--- config.mk ---
export PLATFORM = sky130hd
export DESIGN_NAME = ipc_power_path
export DESIGN_NICKNAME = d
export VERILOG_FILES = /design/src/hw/ipc_pkg.sv /design/src/hw/ipc_power_path.sv
export VERILOG_INCLUDE_DIRS = /design/src /design/src/hw
export SDC_FILE = /design/constraint.sdc
export NUM_CORES = 1
export LEC_CHECK = 0
export ABC_AREA = 1
export BUFFER_PORTS_ARGS = -buffer_cell sky130_fd_sc_hd__buf_4
export CAP_MARGIN = 5
export CORE_MARGIN = 3
export CORE_UTILIZATION = 64
export DETAILED_ROUTE_END_ITERATION = 8
export HOLD_SLACK_MARGIN = 0.02
export MAX_ROUTING_LAYER = met4
export PLACE_DENSITY_LB_ADDON = 0.2
export SYNTH_ARGS = -nofsm -noshare
export SYNTH_HDL_FRONTEND = slang
export SYNTH_SLANG_ARGS = --single-unit
--- constraint.sdc ---
create_clock -name sys_clk_in -period 4.43 [get_ports sys_clk_in]
set_clock_uncertainty 0.2 [all_clocks]
set_input_delay 0.886 -clock sys_clk_in [delete_from_list [all_inputs] [get_ports sys_clk_in]]
set_output_delay 0.886 -clock sys_clk_in [all_outputs]
set_load 0.01 [all_outputs]
--- src/hw/ipc_cfg.svh ---
// offsets, reset values, detection codes, limits and timing counts of the power path controller
`ifndef IPC_CFG_SVH
`define IPC_CFG_SVH

// register word indices on the plain register port
`define IPC_ADDR_CTRL 4'h0
`define IPC_ADDR_LIMIT_PIN 4'h1
`define IPC_ADDR_VLIM 4'h2
`define IPC_ADDR_VOFS 4'h3
`define IPC_ADDR_BSTV 4'h4
`define IPC_ADDR_BLIM 4'h5
`define IPC_ADDR_SMIN 4'h6
`define IPC_ADDR_STAT 4'h7
`define IPC_ADDR_OPTR 4'h8

// control register reset value: auto detect, optimizer, limit pin, charging enabled
`define IPC_CTRL_RST 10'h129

// field reset values
`define IPC_LIMIT_PIN_RST_MA 12'h1F4
`define IPC_VLIM_RST_MV 14'h1194
`define IPC_VOFS_RST_MV 13'h01F4
`define IPC_BSTV_RST_MV 13'h1388
`define IPC_BLIM_RST 3'h0
`define IPC_SMIN_RST_MV 13'h0DAC

// detection results and limits
`define IPC_LIMIT_PIN_SDP_MA 12'h1F4
`define IPC_LIMIT_PIN_DCP_MA 12'hCB2
`define IPC_LIMIT_PIN_SOFT_MA 12'h0C8
`define IPC_SRC_NONE 3'h0
`define IPC_SRC_SDP 3'h1
`define IPC_SRC_DCP 3'h2
`define IPC_SRC_OTG 3'h7
`define IPC_VLIM_MIN_MV 14'h0F3C
`define IPC_OPT_STEP_MA 12'h032

// timing
`define IPC_CLK_HZ 125000000
`define IPC_T_RETRY_MS 2000
`define IPC_T_BIAS_MS 220
`define IPC_T_BOOST_MS 30
`define IPC_RETRY_CYC (`IPC_T_RETRY_MS * (`IPC_CLK_HZ / 1000))
`define IPC_BIAS_CYC (`IPC_T_BIAS_MS * (`IPC_CLK_HZ / 1000))
`define IPC_BOOST_CYC (`IPC_T_BOOST_MS * (`IPC_CLK_HZ / 1000))
`define IPC_OPT_TICK_CYC 256

`endif

--- src/hw/ipc_pkg.sv ---
// types of the power path controller
package ipc_pkg;

    typedef struct packed {
        logic vbus_uvlo_ok;
        logic vbus_above_sleepz;
        logic vbus_below_sleep;
        logic vbus_below_acov;
        logic vbus_above_min;
        logic psel;
        logic otg;
        logic bat_above_lowv;
        logic bat_above_otg;
        logic ts_boost_ok;
        logic sys_above_2v2;
        logic sys_below_bat;
        logic bat_above_depl;
        logic in_cur_over;
        logic in_volt_under;
        logic min_system_voltage_field_reg;
    } ipc_pins_s;

    typedef enum logic [2:0] {
        IPC_HIZ,
        IPC_QUAL,
        IPC_QWAIT,
        IPC_DETECT,
        IPC_VLIM,
        IPC_CONV,
        IPC_BOOST_WAIT,
        IPC_BOOST
    } ipc_state_e;

    typedef struct packed {
        logic hiz_en;
        logic chg_en;
        logic boost_frequency_select;
        logic bit_a;
        logic lim_pin_en;
        logic force_opt;
        logic opt_en;
        logic abs_sel;
        logic force_det;
        logic auto_det;
    } ipc_ctrl_s;

    typedef struct packed {
        ipc_pins_s sync1;
        ipc_pins_s sync2;
        ipc_pins_s sync3;
        ipc_pins_s filt;
        ipc_state_e st;
        logic [27:0] cnt;
        ipc_ctrl_s ctrl;
        logic [11:0] limit_pin_reg;
        logic [13:0] vlim;
        logic [12:0] vofs;
        logic [12:0] bstv;
        logic [2:0] blim;
        logic [12:0] smin;
        logic [2:0] src_stat;
        logic detection_speed_status;
        logic in_good;
        logic power_good_status;
        logic opt_run;
        logic [7:0] opt_cnt;
        logic [11:0] opt_res;
        logic opt_done;
        logic bias_en;
        logic conv_en;
        logic bat_sw;
        logic boost_en;
        logic boost_frequency_select_o;
        logic [11:0] eff_limit_pin;
        logic chg_reduce;
        logic vdpm;
        logic idpm;
        logic smin_stat;
        logic pg_b;
        logic int_b;
        logic [15:0] rd_data;
    } ipc_state_s;

endpackage : ipc_pkg

--- src/hw/ipc_power_path.sv ---
// input power path control: qualification, source detection, limits, boost and power path
//
// The register addresses and the strobed register port were decided locally.
`include "ipc_cfg.svh"
`timescale 1ns/1ns
`default_nettype none

module ipc_power_path #(
    parameter int unsigned RETRY_CYC = `IPC_RETRY_CYC,
    parameter int unsigned BIAS_CYC = `IPC_BIAS_CYC,
    parameter int unsigned BOOST_CYC = `IPC_BOOST_CYC,
    parameter int unsigned OPT_TICK_CYC = `IPC_OPT_TICK_CYC
) (
    input wire logic sys_clk_in,
    input wire logic rst_b_in,
    input wire logic [3:0] reg_addr_in,
    input wire logic [15:0] reg_wdata_in,
    input wire logic reg_wr_in,
    input wire logic reg_rd_in,
    output logic [15:0] reg_rdata_out,
    input wire ipc_pkg::ipc_pins_s pins_in,
    input wire logic [11:0] limit_pin_ma_in,
    input wire logic [13:0] vbus_mv_in,
    output logic bias_en_out,
    output logic conv_en_out,
    output logic battery_switch_out,
    output logic boost_en_out,
    output logic boost_frequency_select_out,
    output logic [2:0] boost_current_limit_out,
    output logic [12:0] boost_voltage_out,
    output logic [12:0] min_system_voltage_out,
    output logic [13:0] input_voltage_limit_out,
    output logic [11:0] eff_limit_pin_out,
    output logic charge_reduce_out,
    output logic power_good_pin_b_out,
    output logic host_int_b_out
);
    import ipc_pkg::*;

    ipc_state_s s_r;
    ipc_state_s s_nxt;

    always_comb begin
        logic bias_ok;
        logic boost_ok;
        logic [11:0] lim;
        logic [14:0] vcalc;
        logic [15:0] rd;
        bias_ok = 1'b0;
        boost_ok = 1'b0;
        lim = 12'h000;
        vcalc = 15'h0000;
        rd = 16'h0000;
        s_nxt = s_r;

        // three stage input sampling, change accepted when stages two and three agree
        s_nxt.sync1 = pins_in;
        s_nxt.sync2 = s_r.sync1;
        s_nxt.sync3 = s_r.sync2;
        s_nxt.filt = (s_r.sync2 & ~(s_r.sync2 ^ s_r.sync3)) | (s_r.filt & (s_r.sync2 ^ s_r.sync3));

        s_nxt.int_b = 1'b1;
        bias_ok = s_r.filt.vbus_uvlo_ok && s_r.filt.vbus_above_sleepz && !s_r.ctrl.hiz_en;
        boost_ok = s_r.filt.otg && s_r.ctrl.bit_a && s_r.filt.bat_above_lowv
            && s_r.filt.vbus_below_sleep && s_r.filt.ts_boost_ok && s_r.filt.bat_above_otg;

        // power-up sequencer
        case (s_r.st)
            IPC_HIZ: begin
                s_nxt.bias_en = 1'b0;
                s_nxt.conv_en = 1'b0;
                s_nxt.boost_en = 1'b0;
                if (bias_ok) begin
                    s_nxt.cnt = s_r.cnt + 28'h0000001;
                    if (s_r.cnt >= 28'(BIAS_CYC - 1)) begin
                        s_nxt.cnt = 28'h0000000;
                        s_nxt.bias_en = 1'b1;
                        s_nxt.st = IPC_QUAL;
                    end
                end else if (boost_ok) begin
                    s_nxt.cnt = 28'h0000000;
                    s_nxt.st = IPC_BOOST_WAIT;
                end else begin
                    s_nxt.cnt = 28'h0000000;
                end
            end
            IPC_QUAL: begin
                if (s_r.filt.vbus_below_acov && s_r.filt.vbus_above_min) begin
                    s_nxt.in_good = 1'b1;
                    s_nxt.int_b = 1'b0;
                    s_nxt.st = IPC_DETECT;
                end else begin
                    s_nxt.cnt = 28'h0000000;
                    s_nxt.st = IPC_QWAIT;
                end
            end
            IPC_QWAIT: begin
                s_nxt.cnt = s_r.cnt + 28'h0000001;
                if (s_r.cnt >= 28'(RETRY_CYC - 1)) begin
                    s_nxt.cnt = 28'h0000000;
                    s_nxt.st = IPC_QUAL;
                end
            end
            IPC_DETECT: begin
                if (s_r.in_good && s_r.bias_en && (s_r.ctrl.auto_det || s_r.ctrl.force_det)) begin
                    if (s_r.filt.psel) begin
                        s_nxt.limit_pin_reg = `IPC_LIMIT_PIN_SDP_MA;
                        s_nxt.src_stat = `IPC_SRC_SDP;
                    end else begin
                        s_nxt.limit_pin_reg = `IPC_LIMIT_PIN_DCP_MA;
                        s_nxt.src_stat = `IPC_SRC_DCP;
                    end
                    s_nxt.detection_speed_status = 1'b1;
                    s_nxt.power_good_status = 1'b1;
                    s_nxt.pg_b = 1'b0;
                    s_nxt.int_b = 1'b0;
                    s_nxt.ctrl.force_det = 1'b0;
                end
                // with auto detect and force detect both off the previous results stay as they are
                s_nxt.st = IPC_VLIM;
            end
            IPC_VLIM: begin
                if (!s_r.ctrl.abs_sel) begin
                    vcalc = {1'b0, vbus_mv_in} - {2'b00, s_r.vofs};
                    if (vbus_mv_in < {1'b0, s_r.vofs} || vcalc[13:0] < `IPC_VLIM_MIN_MV) begin
                        s_nxt.vlim = `IPC_VLIM_MIN_MV;
                    end else begin
                        s_nxt.vlim = vcalc[13:0];
                    end
                end
                s_nxt.int_b = 1'b0;
                s_nxt.conv_en = 1'b1;
                s_nxt.opt_res = s_r.limit_pin_reg;
                if (s_r.ctrl.opt_en && s_r.src_stat == `IPC_SRC_DCP) begin
                    s_nxt.opt_run = 1'b1;
                    s_nxt.opt_cnt = 8'h00;
                end
                s_nxt.st = IPC_CONV;
            end
            IPC_CONV: begin
                s_nxt.conv_en = 1'b1;
                if (s_r.ctrl.force_det) begin
                    s_nxt.st = IPC_DETECT;
                end else if (s_r.ctrl.force_opt && !s_r.opt_run) begin
                    s_nxt.opt_run = 1'b1;
                    s_nxt.opt_cnt = 8'h00;
                    s_nxt.opt_res = s_r.limit_pin_reg;
                end
            end
            IPC_BOOST_WAIT: begin
                if (!boost_ok) begin
                    s_nxt.cnt = 28'h0000000;
                    s_nxt.st = IPC_HIZ;
                end else begin
                    s_nxt.cnt = s_r.cnt + 28'h0000001;
                    if (s_r.cnt >= 28'(BOOST_CYC - 1)) begin
                        s_nxt.cnt = 28'h0000000;
                        s_nxt.boost_en = 1'b1;
                        s_nxt.bias_en = 1'b1;
                        s_nxt.src_stat = `IPC_SRC_OTG;
                        s_nxt.st = IPC_BOOST;
                    end
                end
            end
            IPC_BOOST: begin
                if (!boost_ok) begin
                    s_nxt.boost_en = 1'b0;
                    s_nxt.bias_en = 1'b0;
                    s_nxt.src_stat = `IPC_SRC_NONE;
                    s_nxt.st = IPC_HIZ;
                end
            end
            default: begin
                s_nxt.st = IPC_HIZ;
            end
        endcase

        // loss of input conditions drops back to high impedance
        if (!bias_ok && s_r.st != IPC_HIZ && s_r.st != IPC_BOOST_WAIT && s_r.st != IPC_BOOST) begin
            s_nxt.st = IPC_HIZ;
            s_nxt.cnt = 28'h0000000;
            s_nxt.bias_en = 1'b0;
            s_nxt.conv_en = 1'b0;
            s_nxt.in_good = 1'b0;
            s_nxt.power_good_status = 1'b0;
            s_nxt.pg_b = 1'b1;
            s_nxt.opt_run = 1'b0;
        end

        // input current optimizer: steps down while the voltage limit is hit
        if (s_r.opt_run && s_r.st == IPC_CONV) begin
            s_nxt.opt_cnt = s_r.opt_cnt + 8'h01;
            if (32'(s_r.opt_cnt) >= OPT_TICK_CYC - 1) begin
                s_nxt.opt_cnt = 8'h00;
                if (s_r.filt.in_volt_under && s_r.opt_res > `IPC_OPT_STEP_MA) begin
                    s_nxt.opt_res = s_r.opt_res - `IPC_OPT_STEP_MA;
                end else begin
                    s_nxt.opt_run = 1'b0;
                    s_nxt.opt_done = 1'b1;
                    s_nxt.ctrl.force_opt = 1'b0;
                end
            end
        end

        // effective input current limit
        if (!s_r.filt.sys_above_2v2) begin
            lim = (s_r.limit_pin_reg < `IPC_LIMIT_PIN_SOFT_MA) ? s_r.limit_pin_reg : `IPC_LIMIT_PIN_SOFT_MA;
        end else begin
            lim = s_r.ctrl.opt_en ? s_r.opt_res : s_r.limit_pin_reg;
        end
        if (s_r.ctrl.lim_pin_en && limit_pin_ma_in < lim) begin
            lim = limit_pin_ma_in;
        end
        s_nxt.eff_limit_pin = lim;

        // dynamic power management and power path
        s_nxt.idpm = s_r.conv_en && s_r.filt.in_cur_over;
        s_nxt.vdpm = s_r.conv_en && s_r.filt.in_volt_under;
        s_nxt.chg_reduce = s_r.conv_en && (s_r.filt.in_cur_over || s_r.filt.in_volt_under);
        s_nxt.smin_stat = s_r.filt.min_system_voltage_field_reg;
        s_nxt.bat_sw = s_r.filt.bat_above_depl
            && (s_r.boost_en || !s_r.conv_en || s_r.ctrl.chg_en || s_r.filt.sys_below_bat);
        s_nxt.boost_frequency_select_o = s_r.ctrl.boost_frequency_select;

        // register writes; a host write lands after hardware clears, so a host set of force_det or force_opt is never lost
        if (reg_wr_in) begin
            case (reg_addr_in)
                `IPC_ADDR_CTRL: begin
                    s_nxt.ctrl = ipc_ctrl_s'(reg_wdata_in[9:0]);
                    if (s_r.ctrl.bit_a) begin
                        s_nxt.ctrl.boost_frequency_select = s_r.ctrl.boost_frequency_select;
                    end
                end
                `IPC_ADDR_LIMIT_PIN: s_nxt.limit_pin_reg = reg_wdata_in[11:0];
                `IPC_ADDR_VLIM: begin
                    if (s_r.ctrl.abs_sel) begin
                        s_nxt.vlim = reg_wdata_in[13:0];
                    end
                end
                `IPC_ADDR_VOFS: s_nxt.vofs = reg_wdata_in[12:0];
                `IPC_ADDR_BSTV: s_nxt.bstv = reg_wdata_in[12:0];
                `IPC_ADDR_BLIM: s_nxt.blim = reg_wdata_in[2:0];
                `IPC_ADDR_SMIN: s_nxt.smin = reg_wdata_in[12:0];
                default: begin
                end
            endcase
        end

        // register reads, data valid the cycle after the strobe only
        if (reg_rd_in) begin
            case (reg_addr_in)
                `IPC_ADDR_CTRL: rd = {6'h00, s_r.ctrl};
                `IPC_ADDR_LIMIT_PIN: rd = {4'h0, s_r.limit_pin_reg};
                `IPC_ADDR_VLIM: rd = {2'h0, s_r.vlim};
                `IPC_ADDR_VOFS: rd = {3'h0, s_r.vofs};
                `IPC_ADDR_BSTV: rd = {3'h0, s_r.bstv};
                `IPC_ADDR_BLIM: rd = {13'h0000, s_r.blim};
                `IPC_ADDR_SMIN: rd = {3'h0, s_r.smin};
                `IPC_ADDR_STAT: begin
                    rd = {3'h0, s_r.bias_en, s_r.boost_en, s_r.opt_done, s_r.smin_stat, s_r.idpm,
                          s_r.vdpm, s_r.power_good_status, s_r.in_good, s_r.detection_speed_status, 1'b0, s_r.src_stat};
                end
                `IPC_ADDR_OPTR: rd = {4'h0, s_r.opt_res};
                default: rd = 16'h0000;
            endcase
        end
        s_nxt.rd_data = rd;
    end

    always_ff @(posedge sys_clk_in or negedge rst_b_in) begin
        if (!rst_b_in) begin
            s_r <= '0;
            s_r.st <= IPC_HIZ;
            s_r.ctrl <= ipc_ctrl_s'(`IPC_CTRL_RST);
            s_r.limit_pin_reg <= `IPC_LIMIT_PIN_RST_MA;
            s_r.vlim <= `IPC_VLIM_RST_MV;
            s_r.vofs <= `IPC_VOFS_RST_MV;
            s_r.bstv <= `IPC_BSTV_RST_MV;
            s_r.blim <= `IPC_BLIM_RST;
            s_r.smin <= `IPC_SMIN_RST_MV;
            s_r.opt_res <= `IPC_LIMIT_PIN_RST_MA;
            s_r.pg_b <= 1'b1;
            s_r.int_b <= 1'b1;
        end else begin
            s_r <= s_nxt;
        end
    end

    assign reg_rdata_out = s_r.rd_data;
    assign bias_en_out = s_r.bias_en;
    assign conv_en_out = s_r.conv_en;
    assign battery_switch_out = s_r.bat_sw;
    assign boost_en_out = s_r.boost_en;
    assign boost_frequency_select_out = s_r.boost_frequency_select_o;
    assign boost_current_limit_out = s_r.blim;
    assign boost_voltage_out = s_r.bstv;
    assign min_system_voltage_out = s_r.smin;
    assign input_voltage_limit_out = s_r.vlim;
    assign eff_limit_pin_out = s_r.eff_limit_pin;
    assign charge_reduce_out = s_r.chg_reduce;
    assign power_good_pin_b_out = s_r.pg_b;
    assign host_int_b_out = s_r.int_b;

endmodule : ipc_power_path

`default_nettype wire

==> metrics <==
biggest cell delay along the critical path=0.45 ns; Final Core Density=74.0%; DP Cell Count=1886; setup repair after global routing missed its margin=false; clock tree from TritonCTS=yes; Hold Worst Slack=0.143 ns; post-layout minimum cycle time=3.40 ns; outcome=finished clean; Combinational Power Share=30.0%; final period utilization=76.6%; actual slew at the worst max-slew pin=1.20 ns; asr flop ratio synth=100%; initial core utilization=65.8%; cell repeated most along the worst path=nand2_1; met2 Resource Use GR=50.9%; clock latency of the later-clocked register in the worst-skew pair=0.53 ns; master of the slowest instance on the critical path=dfrtp_1; # H-tree levels=1; routing usage on met1=41.8%; height of the chip=148 µm; crit path to=eff_limit_pin_out[0]; crit path capture type=flop; # Post-CTS Setup Buffers=0; register bit count reported by yosys=238; routability congestion estimate from global placement=0.983; number of flops mapped to enable cells by yosys=0; most common cell after layout, fill and taps aside=nand2_1; post-CTS clock slew at the launch and capture registers of the worst setup and hold paths=0.06 ns; sequential fraction of the synthesis area=46.5%; netlist area before placement=12900 µm²; antenna violations before repair=0; routed len/inst=17.5 µm; final hold violation count=0; Worst Hold Class=reg -> reg; endpoint of the most critical register-to-register path=eff_limit_pin_out[0]; critical path, cell by cell=inv_2 -> nand2_1 -> nor3_4 -> nand2_2 -> o31ai_1 -> inv_1 -> ha_1 -> a21oi_1 -> o21a_1 -> o21ai_0 -> a31oi_1 -> buf_4 -> nand2_2 -> nand2_1 -> nand2_1; Synth Flop Type=dfrtp_1; kind of start point of the critical path=flop; reported net switching power=2.66 mW; count of standard-cell rows=51; average size of a mapped cell=8.18 µm²; origin of the critical flop-to-flop path=s_r[133]; portion of total power attributed to sequential cells=40.3%; post-synthesis cell type count=52; Register-to-Register Path Depth=15; Net Sw Frac=35.7%; cell count after synthesis=1580; Req. time, crit path=4.65 ns; via count of the first global-routing pass=10700; count of boundary I/O pins=145; number of buffers added to fix hold violations after cts=0; maximum clock frequency=0.295 GHz; die footprint=21900 µm²; share of post-route cells with drive strength above 1=18.7%; class of the most critical setup path=reg -> reg; sinks on the clock net=238; post-CTS sizing=0; clk root buf=clkbuf_16; global-route wire length before repair=54900 µm; GRT Overall Usage=32.0%; number of setup violations in the final report=0; drt total wl=33800 µm; Bufs and invs on worst path=3; final instance count without filler cells=1932; floorplan die width=148 µm; remaining design rule violation count=0; Final Net Count=1742; Port Buf Inserts=140; most frequent cells in the layout=374 x nand2_1, 199 x inv_1, 197 x dfrtp_1, 143 x buf_4, 108 x nor2_1; Final TNS setup=0 ns; number of cells on the worst hold path=0; start point of the critical path=s_r[133]; pin count of the biggest net entering global routing=111; instance count on the critical path=15; setup slack on the worst flop-to-flop path=1.03 ns; Antenna Diode Count=0; overflow left after global routing=0; Iteration-0 DRC Markers=1042; number of buffers on the longest clock path=3; met3 layer usage reported by global route=5.24%; Detailed Place HPWL=25200 µm; TritonCTS Buffers=25; clock network power share=29.7%; total power=7.45 mW; arrival time worst endpoint=3.62 ns; internal power summed over all cells=4.79 mW; area inside the core boundary=19700 µm²; highest ir drop seen on vdd=0.382 mV; yosys synthesis warning count=0; highest-utilization routing layer at the global route stage=met2; Initial DRT Pass Iterations=6; headroom to the max-slew limit=19.1%; Slew Limit Fails=0; vias per cell=5.75; PD cells=512 nW/µm²; number of antenna-violating nets in the routed design=0; cell type group with the largest total delay on the critical path=compound AO/OA/AOI/OAI gates; LEAKAGE=7.01 nW; largest fanout on the critical path=12; layout overhead on the synthesized area=12.5%; max capacitance violation total=0; DR vias=11100
==> synthesized netlist by cell type, types with 6 or more instances <==
library cell / count / area share (%)
maj3_1: 16 / 1.2
nor3_1: 27 / 1.0
buf_4: 73 / 4.2
o22ai_1: 25 / 1.2
nand2_1: 374 / 11
buf_6: 7 / 0.61
o21ai_1: 25 / 0.97
nand4_1: 16 / 0.77
inv_1: 199 / 5.8
nor2_2: 11 / 0.53
nand3_1: 83 / 3.2
inv_2: 19 / 0.55
a221oi_1: 11 / 0.75
xor2_1: 28 / 1.9
o21ai_0: 106 / 4.1
clkbuf_1: 17 / 0.49
dfstp_2: 41 / 8.3
nor2_1: 108 / 3.1
a31oi_1: 8 / 0.39
ha_1: 27 / 2.6
o21ai_2: 7 / 0.47
nand2_2: 8 / 0.39
dfrtp_1: 197 / 38
o22ai_2: 10 / 0.97
o31ai_1: 6 / 0.35
buf_2: 8 / 0.31
a21oi_1: 63 / 2.4
==> kinds of logic after synthesis <==
family / Yosys count / synth area share, %
adder cells (fa/ha/maj): 44 / 4.01
other: 1 / 0.0290
AND/OR/NAND/NOR: 653 / 21.9
buffers and inverters: 326 / 12.1
XOR/XNOR: 31 / 2.10
flip-flops: 238 / 46.5
AO/OA/AOI/OAI: 287 / 13.4
==> layer usage <==
metal | wire [µm] | up-vias | part of all wire, %
li1 | - | 5220 | -
met1 | 13500 | 5262 | 40
met2 | 16000 | 532 | 47
met3 | 2880 | 98 | 8.5
met4 | 1400 | 0 | 4.1
met5 | 0 | - | 0
==> final cells by class <==
class / count / area (µm²)
well taps: 265 / 332
clock inverters: 14 / 176
fillers: 1532 / 5110
inverters: 220 / 827
clock buffers: 32 / 712
repair buffers: 146 / 1130
multi-input cells: 1017 / 5360
flip-flops and latches: 238 / 6010
==> worst min-delay path by stage <==
stage          startpoint    endpoint  slack, ns
2_1_floorplan  s_nxt[208]  s_nxt[192]       0.13
3_3_place_gp   s_nxt[214]  s_nxt[198]       0.13
3_5_place_dp   s_nxt[214]  s_nxt[198]       0.13
4_1_cts        s_nxt[220]  s_nxt[204]       0.14
5_1_grt        s_nxt[223]  s_nxt[207]       0.15
6_report       s_nxt[223]  s_nxt[207]       0.14
==> sequential cells by signal, indices dropped and copies added, names as in the netlist, 3 cells and up, named ones only <==
name,flops
s_r,112
eff_limit_pin_out,12
reg_rdata_out,14
s_nxt,33
input_voltage_limit_out,14
boost_current_limit_out,3
boost_voltage_out,13
min_system_voltage_out,13
==> power groups by stage <==
stage,clock network (mW),logic (mW),registers [mW]
floorplan,0,1.75,2.86
global placement,0,2.15,3.00
detailed placement,0,2.21,3.02
CTS,2.25,2.23,2.99
global route,2.35,2.50,3.03
finish,2.22,2.23,3.00
==> stage by stage <==
step,setup slack (ns),instance area [µm²]
2_1_floorplan,1.58,12900
3_3_place_gp,1.22,13700
3_5_place_dp,1.19,13700
4_1_cts,1.13,14500
5_1_grt,0.821,14500
6_report,1.03,14500
Power figures use the tool's default switching activity.
